File: src/scif_pkg.sv
// Package with register map, field layout and bus types of the flag block.
package scif_pkg;

  localparam int unsigned ADDR_W = 8;
  localparam int unsigned DATA_W = 32;

  // Byte addresses of the registers.
  localparam logic [7:0] OFF_ENABLE_CLR = 8'h00;
  localparam logic [7:0] OFF_ENABLE_SET = 8'h04;
  localparam logic [7:0] OFF_FLAGS      = 8'h08;
  localparam logic [7:0] OFF_STATUS     = 8'h0C;

  // Bits that hold a flag and an enable; all others are reserved.
  localparam logic [31:0] FLAG_MASK  = 32'h0003_8FFF;
  localparam logic [31:0] FLAG_RESET = 32'h0000_0000;
  localparam logic [31:0] EN_RESET   = 32'h0000_0000;
  localparam logic [31:0] READ_ZERO  = 32'h0000_0000;

  localparam int unsigned NUM_SRC = 32;

  // Field positions of the status sources.
  localparam int unsigned BIT_CRYSTAL_OSC_READY     = 0;
  localparam int unsigned BIT_CRYSTAL_32K_OSC_READY = 1;
  localparam int unsigned BIT_INTERNAL_32K_OSC_READY = 2;
  localparam int unsigned BIT_INTERNAL_8MHZ_OSC_READY = 3;
  localparam int unsigned BIT_FLL_READY             = 4;
  localparam int unsigned BIT_FLL_OUT_OF_BOUNDS     = 5;
  localparam int unsigned BIT_FLL_FINE_LOCK         = 6;
  localparam int unsigned BIT_FLL_COARSE_LOCK       = 7;
  localparam int unsigned BIT_FLL_REF_CLOCK_STOPPED = 8;
  localparam int unsigned BIT_BROWNOUT_READY        = 9;
  localparam int unsigned BIT_BROWNOUT_DETECTED     = 10;
  localparam int unsigned BIT_BROWNOUT_SYNC_READY   = 11;
  localparam int unsigned BIT_PLL_LOCK_RISE         = 15;
  localparam int unsigned BIT_PLL_LOCK_FALL         = 16;
  localparam int unsigned BIT_PLL_LOCK_TIMEOUT      = 17;

  // Avalon-MM request from the master.
  typedef struct packed {
    logic [ADDR_W-1:0] address;
    logic              read;
    logic              write;
    logic [3:0]        byteenable;
    logic [DATA_W-1:0] writedata;
  } scif_req_t;

  // Avalon-MM answer to the master.
  typedef struct packed {
    logic [DATA_W-1:0] readdata;
    logic              waitrequest;
    logic [1:0]        response;
  } scif_rsp_t;

  localparam logic [1:0] RESP_OKAY   = 2'h0;
  localparam logic [1:0] RESP_DECERR = 2'h3;

endpackage

File: src/scif_flag_cell.sv
// One interrupt flag with its rising-edge detector, enable and clear.
`timescale 1ns/1ps

module scif_flag_cell
(
  // Clock and reset.
  input  wire logic sys_clk,
  input  wire logic rst_n,
  // Synchronised status level and software strobes.
  input  wire logic status_sync,
  input  wire logic flag_clear,
  input  wire logic enable_set,
  input  wire logic enable_clear,
  // State.
  output logic      flag,
  output logic      enable
);

  typedef struct packed {
    logic last;
    logic flag;
    logic enable;
  } scif_cell_t;

  scif_cell_t s_q;
  scif_cell_t s_d;
  logic       rise;

  always_comb
  begin
    s_d      = s_q;
    rise     = status_sync & ~s_q.last;
    s_d.last = status_sync;
    // The event wins over a clear in the same cycle.
    if (rise)
    begin
      s_d.flag = 1'b1;
    end
    else if (flag_clear)
    begin
      s_d.flag = 1'b0;
    end
    if (enable_set)
    begin
      s_d.enable = 1'b1;
    end
    else if (enable_clear)
    begin
      s_d.enable = 1'b0;
    end
  end

  always_ff @(posedge sys_clk or negedge rst_n)
  begin
    if (!rst_n)
    begin
      s_q <= '0;
    end
    else
    begin
      s_q <= s_d;
    end
  end

  assign flag   = s_q.flag;
  assign enable = s_q.enable;

endmodule

File: src/scif_top.sv
// Clock event flag and enable registers with an Avalon-MM slave port.
//
// Function
// - Writing one to enable-set bit 2 sets internal 32k ready enable.
// - Writing one to enable-set bit 1 sets crystal 32k ready enable.
// - Writing one to enable-set bit 0 sets crystal ready enable.
// - An enabled flag that is set raises the interrupt request.
// - Flag 17 sets on rising pll lock timeout status.
// - Flag 16 sets on rising pll lock fall status.
// - Flag 15 sets on rising pll lock rise status.
// - Flag 11 sets on rising brownout sync ready status.
// - Flag 10 sets on rising brownout detected status.
// - Flag 9 sets on rising brownout ready status.
// - Flag 8 sets on rising fll reference clock stopped status.
// - Flag 7 sets on rising fll coarse lock status.
// - Flag 6 sets on rising fll fine lock status.
// - Flag 5 sets on rising fll out of bounds status.
// - Flag 4 sets on rising fll ready status.
// - Flag 3 sets on rising internal 8 MHz oscillator ready status.
// - Flag 2 sets on rising internal 32k oscillator ready status.
// - Flag 1 sets on rising crystal 32k oscillator ready status.
// - Writing one clears a flag; writing zero leaves it.
// - Flags reset to zero; reserved bits are read-only.
// - Flag 0 sets on rising crystal oscillator ready status.
//
// Added by the designer: the Avalon-MM register port.
`timescale 1ns/1ps

module scif_top
(
  // Clock and reset.
  input  wire logic                       sys_clk,
  input  wire logic                       rst_n,
  // Avalon-MM slave.
  input  wire scif_pkg::scif_req_t        avs_req,
  output scif_pkg::scif_rsp_t             avs_rsp,
  // Status levels from the oscillators, loops and brown-out detector.
  input  wire logic [31:0]                power_clock_status,
  // Interrupt request.
  output logic                            irq
);

  typedef enum logic [1:0] {
    ST_IDLE,
    ST_DONE
  } scif_state_t;

  typedef struct packed {
    logic [31:0]         sync1;
    logic [31:0]         sync2;
    scif_state_t         state;
    logic [31:0]         readdata;
    logic [1:0]          response;
    logic                waitrequest;
    logic                irq;
  } scif_top_t;

  scif_top_t s_q;
  scif_top_t s_d;

  logic [31:0] flags;
  logic [31:0] enables;
  logic [31:0] wr_mask;
  logic        acc;
  logic        wr_go;
  logic        hit_flags;
  logic        hit_set;
  logic        hit_clr;

  // Byte enables widened to a bit mask.
  always_comb
  begin
    wr_mask = {{8{avs_req.byteenable[3]}}, {8{avs_req.byteenable[2]}},
               {8{avs_req.byteenable[1]}}, {8{avs_req.byteenable[0]}}};
  end

  // A request is taken in the idle state and committed exactly once.
  assign acc       = (avs_req.read | avs_req.write) && s_q.state == ST_IDLE;
  assign wr_go     = acc & avs_req.write;
  assign hit_flags = avs_req.address == scif_pkg::OFF_FLAGS;
  assign hit_set   = avs_req.address == scif_pkg::OFF_ENABLE_SET;
  assign hit_clr   = avs_req.address == scif_pkg::OFF_ENABLE_CLR;

  // One cell per implemented bit; reserved bits have no storage.
  for (genvar i = 0; i < scif_pkg::NUM_SRC; i++)
  begin : g_cell
    if (scif_pkg::FLAG_MASK[i])
    begin : g_used
      scif_flag_cell u_cell
      (
        .sys_clk      (sys_clk),
        .rst_n        (rst_n),
        .status_sync  (s_q.sync2[i]),
        .flag_clear   (wr_go & hit_flags & avs_req.writedata[i] & wr_mask[i]),
        .enable_set   (wr_go & hit_set & avs_req.writedata[i] & wr_mask[i]),
        .enable_clear (wr_go & hit_clr & avs_req.writedata[i] & wr_mask[i]),
        .flag         (flags[i]),
        .enable       (enables[i])
      );
    end
    else
    begin : g_rsvd
      assign flags[i]   = 1'b0;
      assign enables[i] = 1'b0;
    end
  end

  always_comb
  begin
    s_d       = s_q;
    s_d.sync1 = power_clock_status & scif_pkg::FLAG_MASK;
    s_d.sync2 = s_q.sync1;
    s_d.irq   = |(flags & enables);
    case (s_q.state)
      ST_IDLE:
      begin
        s_d.waitrequest = 1'b1;
        if (acc)
        begin
          s_d.state       = ST_DONE;
          s_d.waitrequest = 1'b0;
          s_d.response    = scif_pkg::RESP_OKAY;
          s_d.readdata    = scif_pkg::READ_ZERO;
          if (hit_flags)
          begin
            s_d.readdata = flags;
          end
          else if (hit_set || hit_clr)
          begin
            s_d.readdata = enables;
          end
          else if (avs_req.address == scif_pkg::OFF_STATUS)
          begin
            s_d.readdata = s_q.sync2;
          end
          else
          begin
            s_d.response = scif_pkg::RESP_DECERR;
          end
        end
      end
      ST_DONE:
      begin
        s_d.state       = ST_IDLE;
        s_d.waitrequest = 1'b1;
      end
      default:
      begin
        s_d.state       = ST_IDLE;
        s_d.waitrequest = 1'b1;
      end
    endcase
  end

  always_ff @(posedge sys_clk or negedge rst_n)
  begin
    if (!rst_n)
    begin
      s_q             <= '0;
      s_q.state       <= ST_IDLE;
      s_q.waitrequest <= 1'b1;
    end
    else
    begin
      s_q <= s_d;
    end
  end

  assign avs_rsp.readdata    = s_q.readdata;
  assign avs_rsp.waitrequest = s_q.waitrequest;
  assign avs_rsp.response    = s_q.response;
  assign irq                 = s_q.irq;

endmodule

File: config.mk
export PLATFORM = sky130hd
export DESIGN_NAME = scif_top
export DESIGN_NICKNAME = d
export VERILOG_FILES = /design/src/scif_pkg.sv /design/src/scif_flag_cell.sv /design/src/scif_top.sv
export SDC_FILE = /design/constraint.sdc
export NUM_CORES = 1
export LEC_CHECK = 0
export ABC_CLOCK_PERIOD_IN_PS = 1910
export BUFFER_PORTS_ARGS = -buffer_cell sky130_fd_sc_hd__clkbuf_2
export CAP_MARGIN = 20
export CORE_MARGIN = 2
export CORE_UTILIZATION = 40
export CTS_CLUSTER_DIAMETER = 100
export DETAILED_ROUTE_END_ITERATION = 10
export GPL_ROUTABILITY_DRIVEN = 0
export PLACE_DENSITY = 0.67
export SLEW_MARGIN = 20
export SYNTH_ARGS = -nofsm -noshare
export SYNTH_HDL_FRONTEND = slang
export SYNTH_SLANG_ARGS = --single-unit
File: constraint.sdc
create_clock -name sys_clk -period 1.91 [get_ports sys_clk]
set_clock_uncertainty 0.05 [all_clocks]
set_input_delay 0.0955 -clock sys_clk [delete_from_list [all_inputs] [get_ports sys_clk]]
set_output_delay 0.0955 -clock sys_clk [all_outputs]
set_load 0.005 [all_outputs]
After elaboration in Yosys (flattened, before gate mapping)
Index checks and enable logic that the tools add are counted.

operators by class
  eq/ne operators = 4
  bitwise operators = 126
  multiplexer cells = 69
  reduce and logical (&&, ||, !) cells = 36

operators by type and width
  operator                                       number
  AND 1 bit                                      109
  two-way mux 1 bit                              61
  nonzero test 2 bit                             30
  two-way mux 37 bit                             1
  two-way mux 18 bit                             2
  two-way mux 32 bit                             1
  OR reduction 32 bit                            1
  AND 18 bit                                     1
  == test 8 x 4 -> 1 bit, second input constant  2
  NOT 1 bit                                      15
  == test 8 x 3 -> 1 bit, second input constant  1
  zero test 8 bit                                1
  two-way mux 2 bit                              4
  zero test 2 bit                                1
  != test 2 bit, second input constant           1
  AND reduction 2 bit                            1
  logical AND 1 bit                              1
  logical OR 1 bit                               1
  bitwise OR 1 bit                               1

storage, ports and cells
  word-level logic and storage cells = 287
  input bits = 80
  output and inout port bits = 36
  bits in registers = 113

Longest topological paths before layout
  word-level depth = 8
  mapped depth = 8
  gate-level depth less buffers = 5

By module
From an unflattened synthesis, not the netlist that was laid out.

second synthesis, totals
  cells, all modules = 368
  area, all modules = 3,946.3 um^2

by module, submodules not included
  module          sequential area each (um^2)  times used  area an instance (um^2)  cells each
  scif_top        1,227.4                      1           2,351.0                  248
  scif_flag_cell  75.1                         15          106.4                    8

Worst setup path after synthesis
No wires, ideal clock.

  path type = input-to-reg
  start = input avs_req[39] (netlist bit)
  end = register g_cell[15].g_used.u_cell.s_q, in the netlist g_cell[15].g_used.u_cell.enable
  stages on the path = 5
  data required time = 1,735 ps
  arrival = 1,564 ps
  slack = 171 ps
  cell sequence = or4_4 > buf_6 > clkbuf_1 > nor4_1 > mux2_2

between the ends
  longest elaborated chain between the ends = 5
  elaborated cells between the ends (all ways) = 10
  those cells by class = 1 x eq/ne; 1 x mux; 6 x bitwise; 2 x reduce/logical

RTL lines
  what                                                       line                            RTL
  start: declaration                                         scif_top.sv:35                  input wire scif_pkg::scif_req_t avs_req,
  == test 8 x 3 -> 1 bit or zero test 8 bit (tied branches)  scif_top.sv:81, scif_top.sv:82
  AND 1 bit (on tied branches) (3 in series)                 scif_top.sv:95, scif_top.sv:96
  two-way mux 1 bit or nonzero test 2 bit (tied branches)    n/a
  end signal: assignment                                     scif_flag_cell.sv:57            s_q <= '0;
  end signal: assignment                                     scif_flag_cell.sv:61            s_q <= s_d;
  end: declaration                                           scif_flag_cell.sv:25            scif_cell_t s_q;

Parallel ways exist; a longest one is shown, timed or not.
A chain may end at the register's enable or synchronous reset.

Worst setup path in the final report
  start = register s_q[36] (netlist bit)
  end = register s_q, in the netlist avs_rsp[14]

between the ends
  longest elaborated chain between the ends = 3

RTL lines
  what                                      line                             RTL
  start: declaration                        scif_top.sv:58                   scif_top_t s_q;
  zero test 2 bit (*)                       scif_top.sv:78, scif_top.sv:114
  logical AND 1 bit                         scif_top.sv:78                   assign acc = (avs_req.read | avs_req.write) && s_q.state == ST_IDLE;
  AND reduction 2 bit (no source line) (*)  n/a

Mark *: on every way between the ends. The rest lies on a longest branch, timed or not.

==> results_dict.tcl <==
set metrics [dict create \
    io_buffers 63 \
    grt_start_max_net_pins 39 \
    slowest_delay_ns 0.39 \
    nNetsFinal 465 \
    dieHeight_um 102 \
    crit_chain "nor2_1 -> inv_2 -> or3_1 -> buf_4 -> o31ai_1" \
    antenna_found_initial 0 \
    period_needed_ns 1.64 \
    critPathRequiredTime_ns 2.13 \
    first_pass_iters 5 \
    syn_area_per_cell_um2 12.0 \
    rows 35 \
    nFillCells 875 \
    antenna_cells 0 \
    finalHoldViolations 0 \
    fin_ws_ns 0.270 \
    status "completed" \
    placed_area_um2 4140 \
    synth_top_family_by_area "compound AO/OA/AOI/OAI gates" \
    p_leak_nw 1.99 \
    grt_first_pass_wirelength_um 13600 \
    viasPerCell 5.21 \
    clockRootBuffer "clkbuf_8" \
    ctsResizeCount 0 \
    start_util 0.413 \
    track_usage 0.174 \
    wl_met3_um 624 \
    ys.flop_type "dfrtp_1" \
    synth_xor_area_frac 0 \
    synth.distinct_cells 31 \
    synth.area.mux_share 0.0441 \
    met1_length_um 3950 \
    dieArea_um2 10400 \
    drt_iter0_drc 179 \
    post-route-util 0.484 \
    synth_compound_area_frac 0.120 \
    path_clk_slew_ns 0.09 \
    peakVddDrop_v 0.000436 \
    drcViolationCount 0 \
    worstSetupStartpointType "flop" \
    min_path_type "in -> reg" \
    cts.sinks 94 \
    critPathTopFamily "simple AND/OR/NAND/NOR gates" \
    critPathSlowestCell "or3_1" \
    ys_ff_latch 94 \
    fin_area_um2 4490 \
    synthCells 320 \
    critical_path_buf_inv_count 2 \
    post_drt_wl_per_cell_um 16.2 \
    synth_edf_count 0 \
    yosysSeqAreaShare 0.614 \
    dp_hpwl_um 5580 \
    cts_buffers 9 \
    synth_fa_ha_area_frac 0 \
    first_global_vias 2599 \
    cp-end-kind "flop" \
    pin_count 116 \
    wl_met2_um 3790 \
    worstSetupPathType "reg -> reg" \
    fin_setup_tns_ns 0 \
    htree_levels 3 \
    clk_path_buf_depth 2 \
    ant_nets 0 \
    slew_violations 0 \
    syn_area_um2 3830 \
    cts_tree "built" \
    power_density_nw_per_um2 798 \
    wirelength_um 8420 \
    async_flop_share 1.00 \
    drv_cap 0 \
    fin_crit_sh 0.859 \
    rsz0062_at_grt "no" \
    syn2layout_area_growth_pct 17.3 \
    setup-violations-final 0 \
    yosys.area_share.simple 0.108 \
    clk-insertion-delay-late_ns 0.36 \
    fmax_ghz 0.610 \
    path_max_fanout 10 \
    die_w_um 102 \
    grt_overflow 0 \
    arrival_ns 1.86 \
    synth_warnings 0 \
    p_total_mw 3.59 \
    dp_worst_setup_slack_ns 0.0666 \
    dr_total_vias 2706 \
    topRoutingLayerUsed "met4" \
    core-area_um2 9280 \
    drive_above_1_share 0.287 \
]
sequential cells by signal, summed over array words and instances (netlist names):
| signal | cells |
|---|---|
| irq | 1 |
| avs_rsp | 17 |
| g_cell.g_used.u_cell.enable | 15 |
| s_d | 15 |
| g_cell.g_used.u_cell.flag | 15 |
| s_q | 16 |
| g_cell.g_used.u_cell.s_q | 15 |
timing repair:
action,CTS,global route
hold buffers,18,0
setup endpoints to repair,0,0
setup buffers,0,0
hold endpoints to repair,52,0
logic make-up after synthesis:
kind of cell	count (synthesis)
AOI/OAI and AO/OA	68
buffers and inverters	73
DFF	94
muxes	15
other	1
and+or+nand+nor	69
cell type report:
| cell class | instances | area, um^2 | share of cell area |
|---|---|---|---|
| clock buffers | 10 | 128 | 0.0284 |
| repair buffers | 95 | 641 | 0.143 |
| flip-flops and latches | 94 | 2350 | 0.524 |
| inverters | 16 | 60.1 | 0.0134 |
| well taps | 129 | 161 | 0.0359 |
| multi-input cells | 169 | 1110 | 0.246 |
| clock inverters | 6 | 45.0 | 0.0100 |
cell usage in the layout (no fill, tap or decap):
cell type / synthesis / final
dfrtp_1: 93 / 93
clkbuf_2: 1 / 62
o31ai_1: 30 / 30
dlygate4sd3_1: 0 / 18
conb_1: 1 / 17
nand2_1: 16 / 16
nand4b_1: 15 / 15
nor4_1: 15 / 15
mux2_2: 15 / 15
inv_1: 15 / 15
o21ai_0: 15 / 15
nor3_1: 15 / 15
o22ai_1: 15 / 15
buf_4: 35 / 12
clkbuf_8: 0 / 9
a22oi_1: 4 / 4
clkinvlp_4: 0 / 3
buf_12: 0 / 3
nor2_1: 2 / 2
inv_6: 0 / 2
a22o_1: 1 / 1
a221oi_1: 1 / 1
a222oi_1: 1 / 1
and3_1: 1 / 1
nand4_1: 1 / 1
inv_2: 1 / 1
or4_4: 1 / 1
or2_2: 1 / 1
or4b_2: 1 / 1
or3_1: 1 / 1
o21a_1: 1 / 1
dfstp_2: 1 / 1
clkbuf_1: 17 / 1
clkinv_2: 0 / 1
Yosys cell counts, types with 2 or more instances:
| library cell | instances | area share |
|---|---|---|
| buf_4 | 35 | 0.069 |
| o22ai_1 | 15 | 0.024 |
| nand2_1 | 16 | 0.016 |
| a22oi_1 | 4 | 0.0078 |
| nor2_1 | 2 | 0.0020 |
| nor3_1 | 15 | 0.020 |
| inv_1 | 15 | 0.015 |
| nand4b_1 | 15 | 0.034 |
| nor4_1 | 15 | 0.024 |
| o31ai_1 | 30 | 0.059 |
| clkbuf_1 | 17 | 0.017 |
| mux2_2 | 15 | 0.044 |
| dfrtp_1 | 93 | 0.61 |
| buf_6 | 2 | 0.0059 |
| o21ai_0 | 15 | 0.020 |
worst paths after layout:
kind | startpoint | end | slack (ns) | cells after the start
worst min-delay path | avs_req[2] | g_cell[2].g_used.u_cell.flag | 0.06 | 4
min in group asynchronous | rst_n | s_d[53] | 0.17 | 2
worst min register to register | s_d[48] | s_q[48] | 0.30 | 0
max in group asynchronous | rst_n | g_cell[8].g_used.u_cell.enable | 0.92 | 3
worst max-delay path | s_q[36] | avs_rsp[14] | 0.27 | 5
worst max register to register | s_q[36] | avs_rsp[14] | 0.27 | 5
metal layers:
metal | vias up | global-route usage
li1 | 1237 | -
met1 | 1342 | 0.256
met2 | 121 | 0.250
met3 | 6 | 0.0581
met4 | 0 | 0.0410
met5 | - | 0
power breakdown:
part	switching (mW)	internal (mW)	total, mW
Combinational	0.185	0.133	0.317
Sequential	0.0308	2.06	2.09
Clock	0.701	0.480	1.18
worst reg2reg max path, cell delays in order (launching register included):
cell and delay [ns]:
dfrtp_1 0.38, nor2_1 0.22, inv_2 0.05, or3_1 0.39, buf_4 0.20, o31ai_1 0.26
per-stage QoR:
step	hold WS, ns	cells
6_report	0.0562	519
5_1_grt	0.0504	519
4_1_cts	0.0367	519
3_5_place_dp	0.0469	485
3_3_place_gp	0.0406	485
2_1_floorplan	-0.250	336
Power figures use the tool's default switching activity.
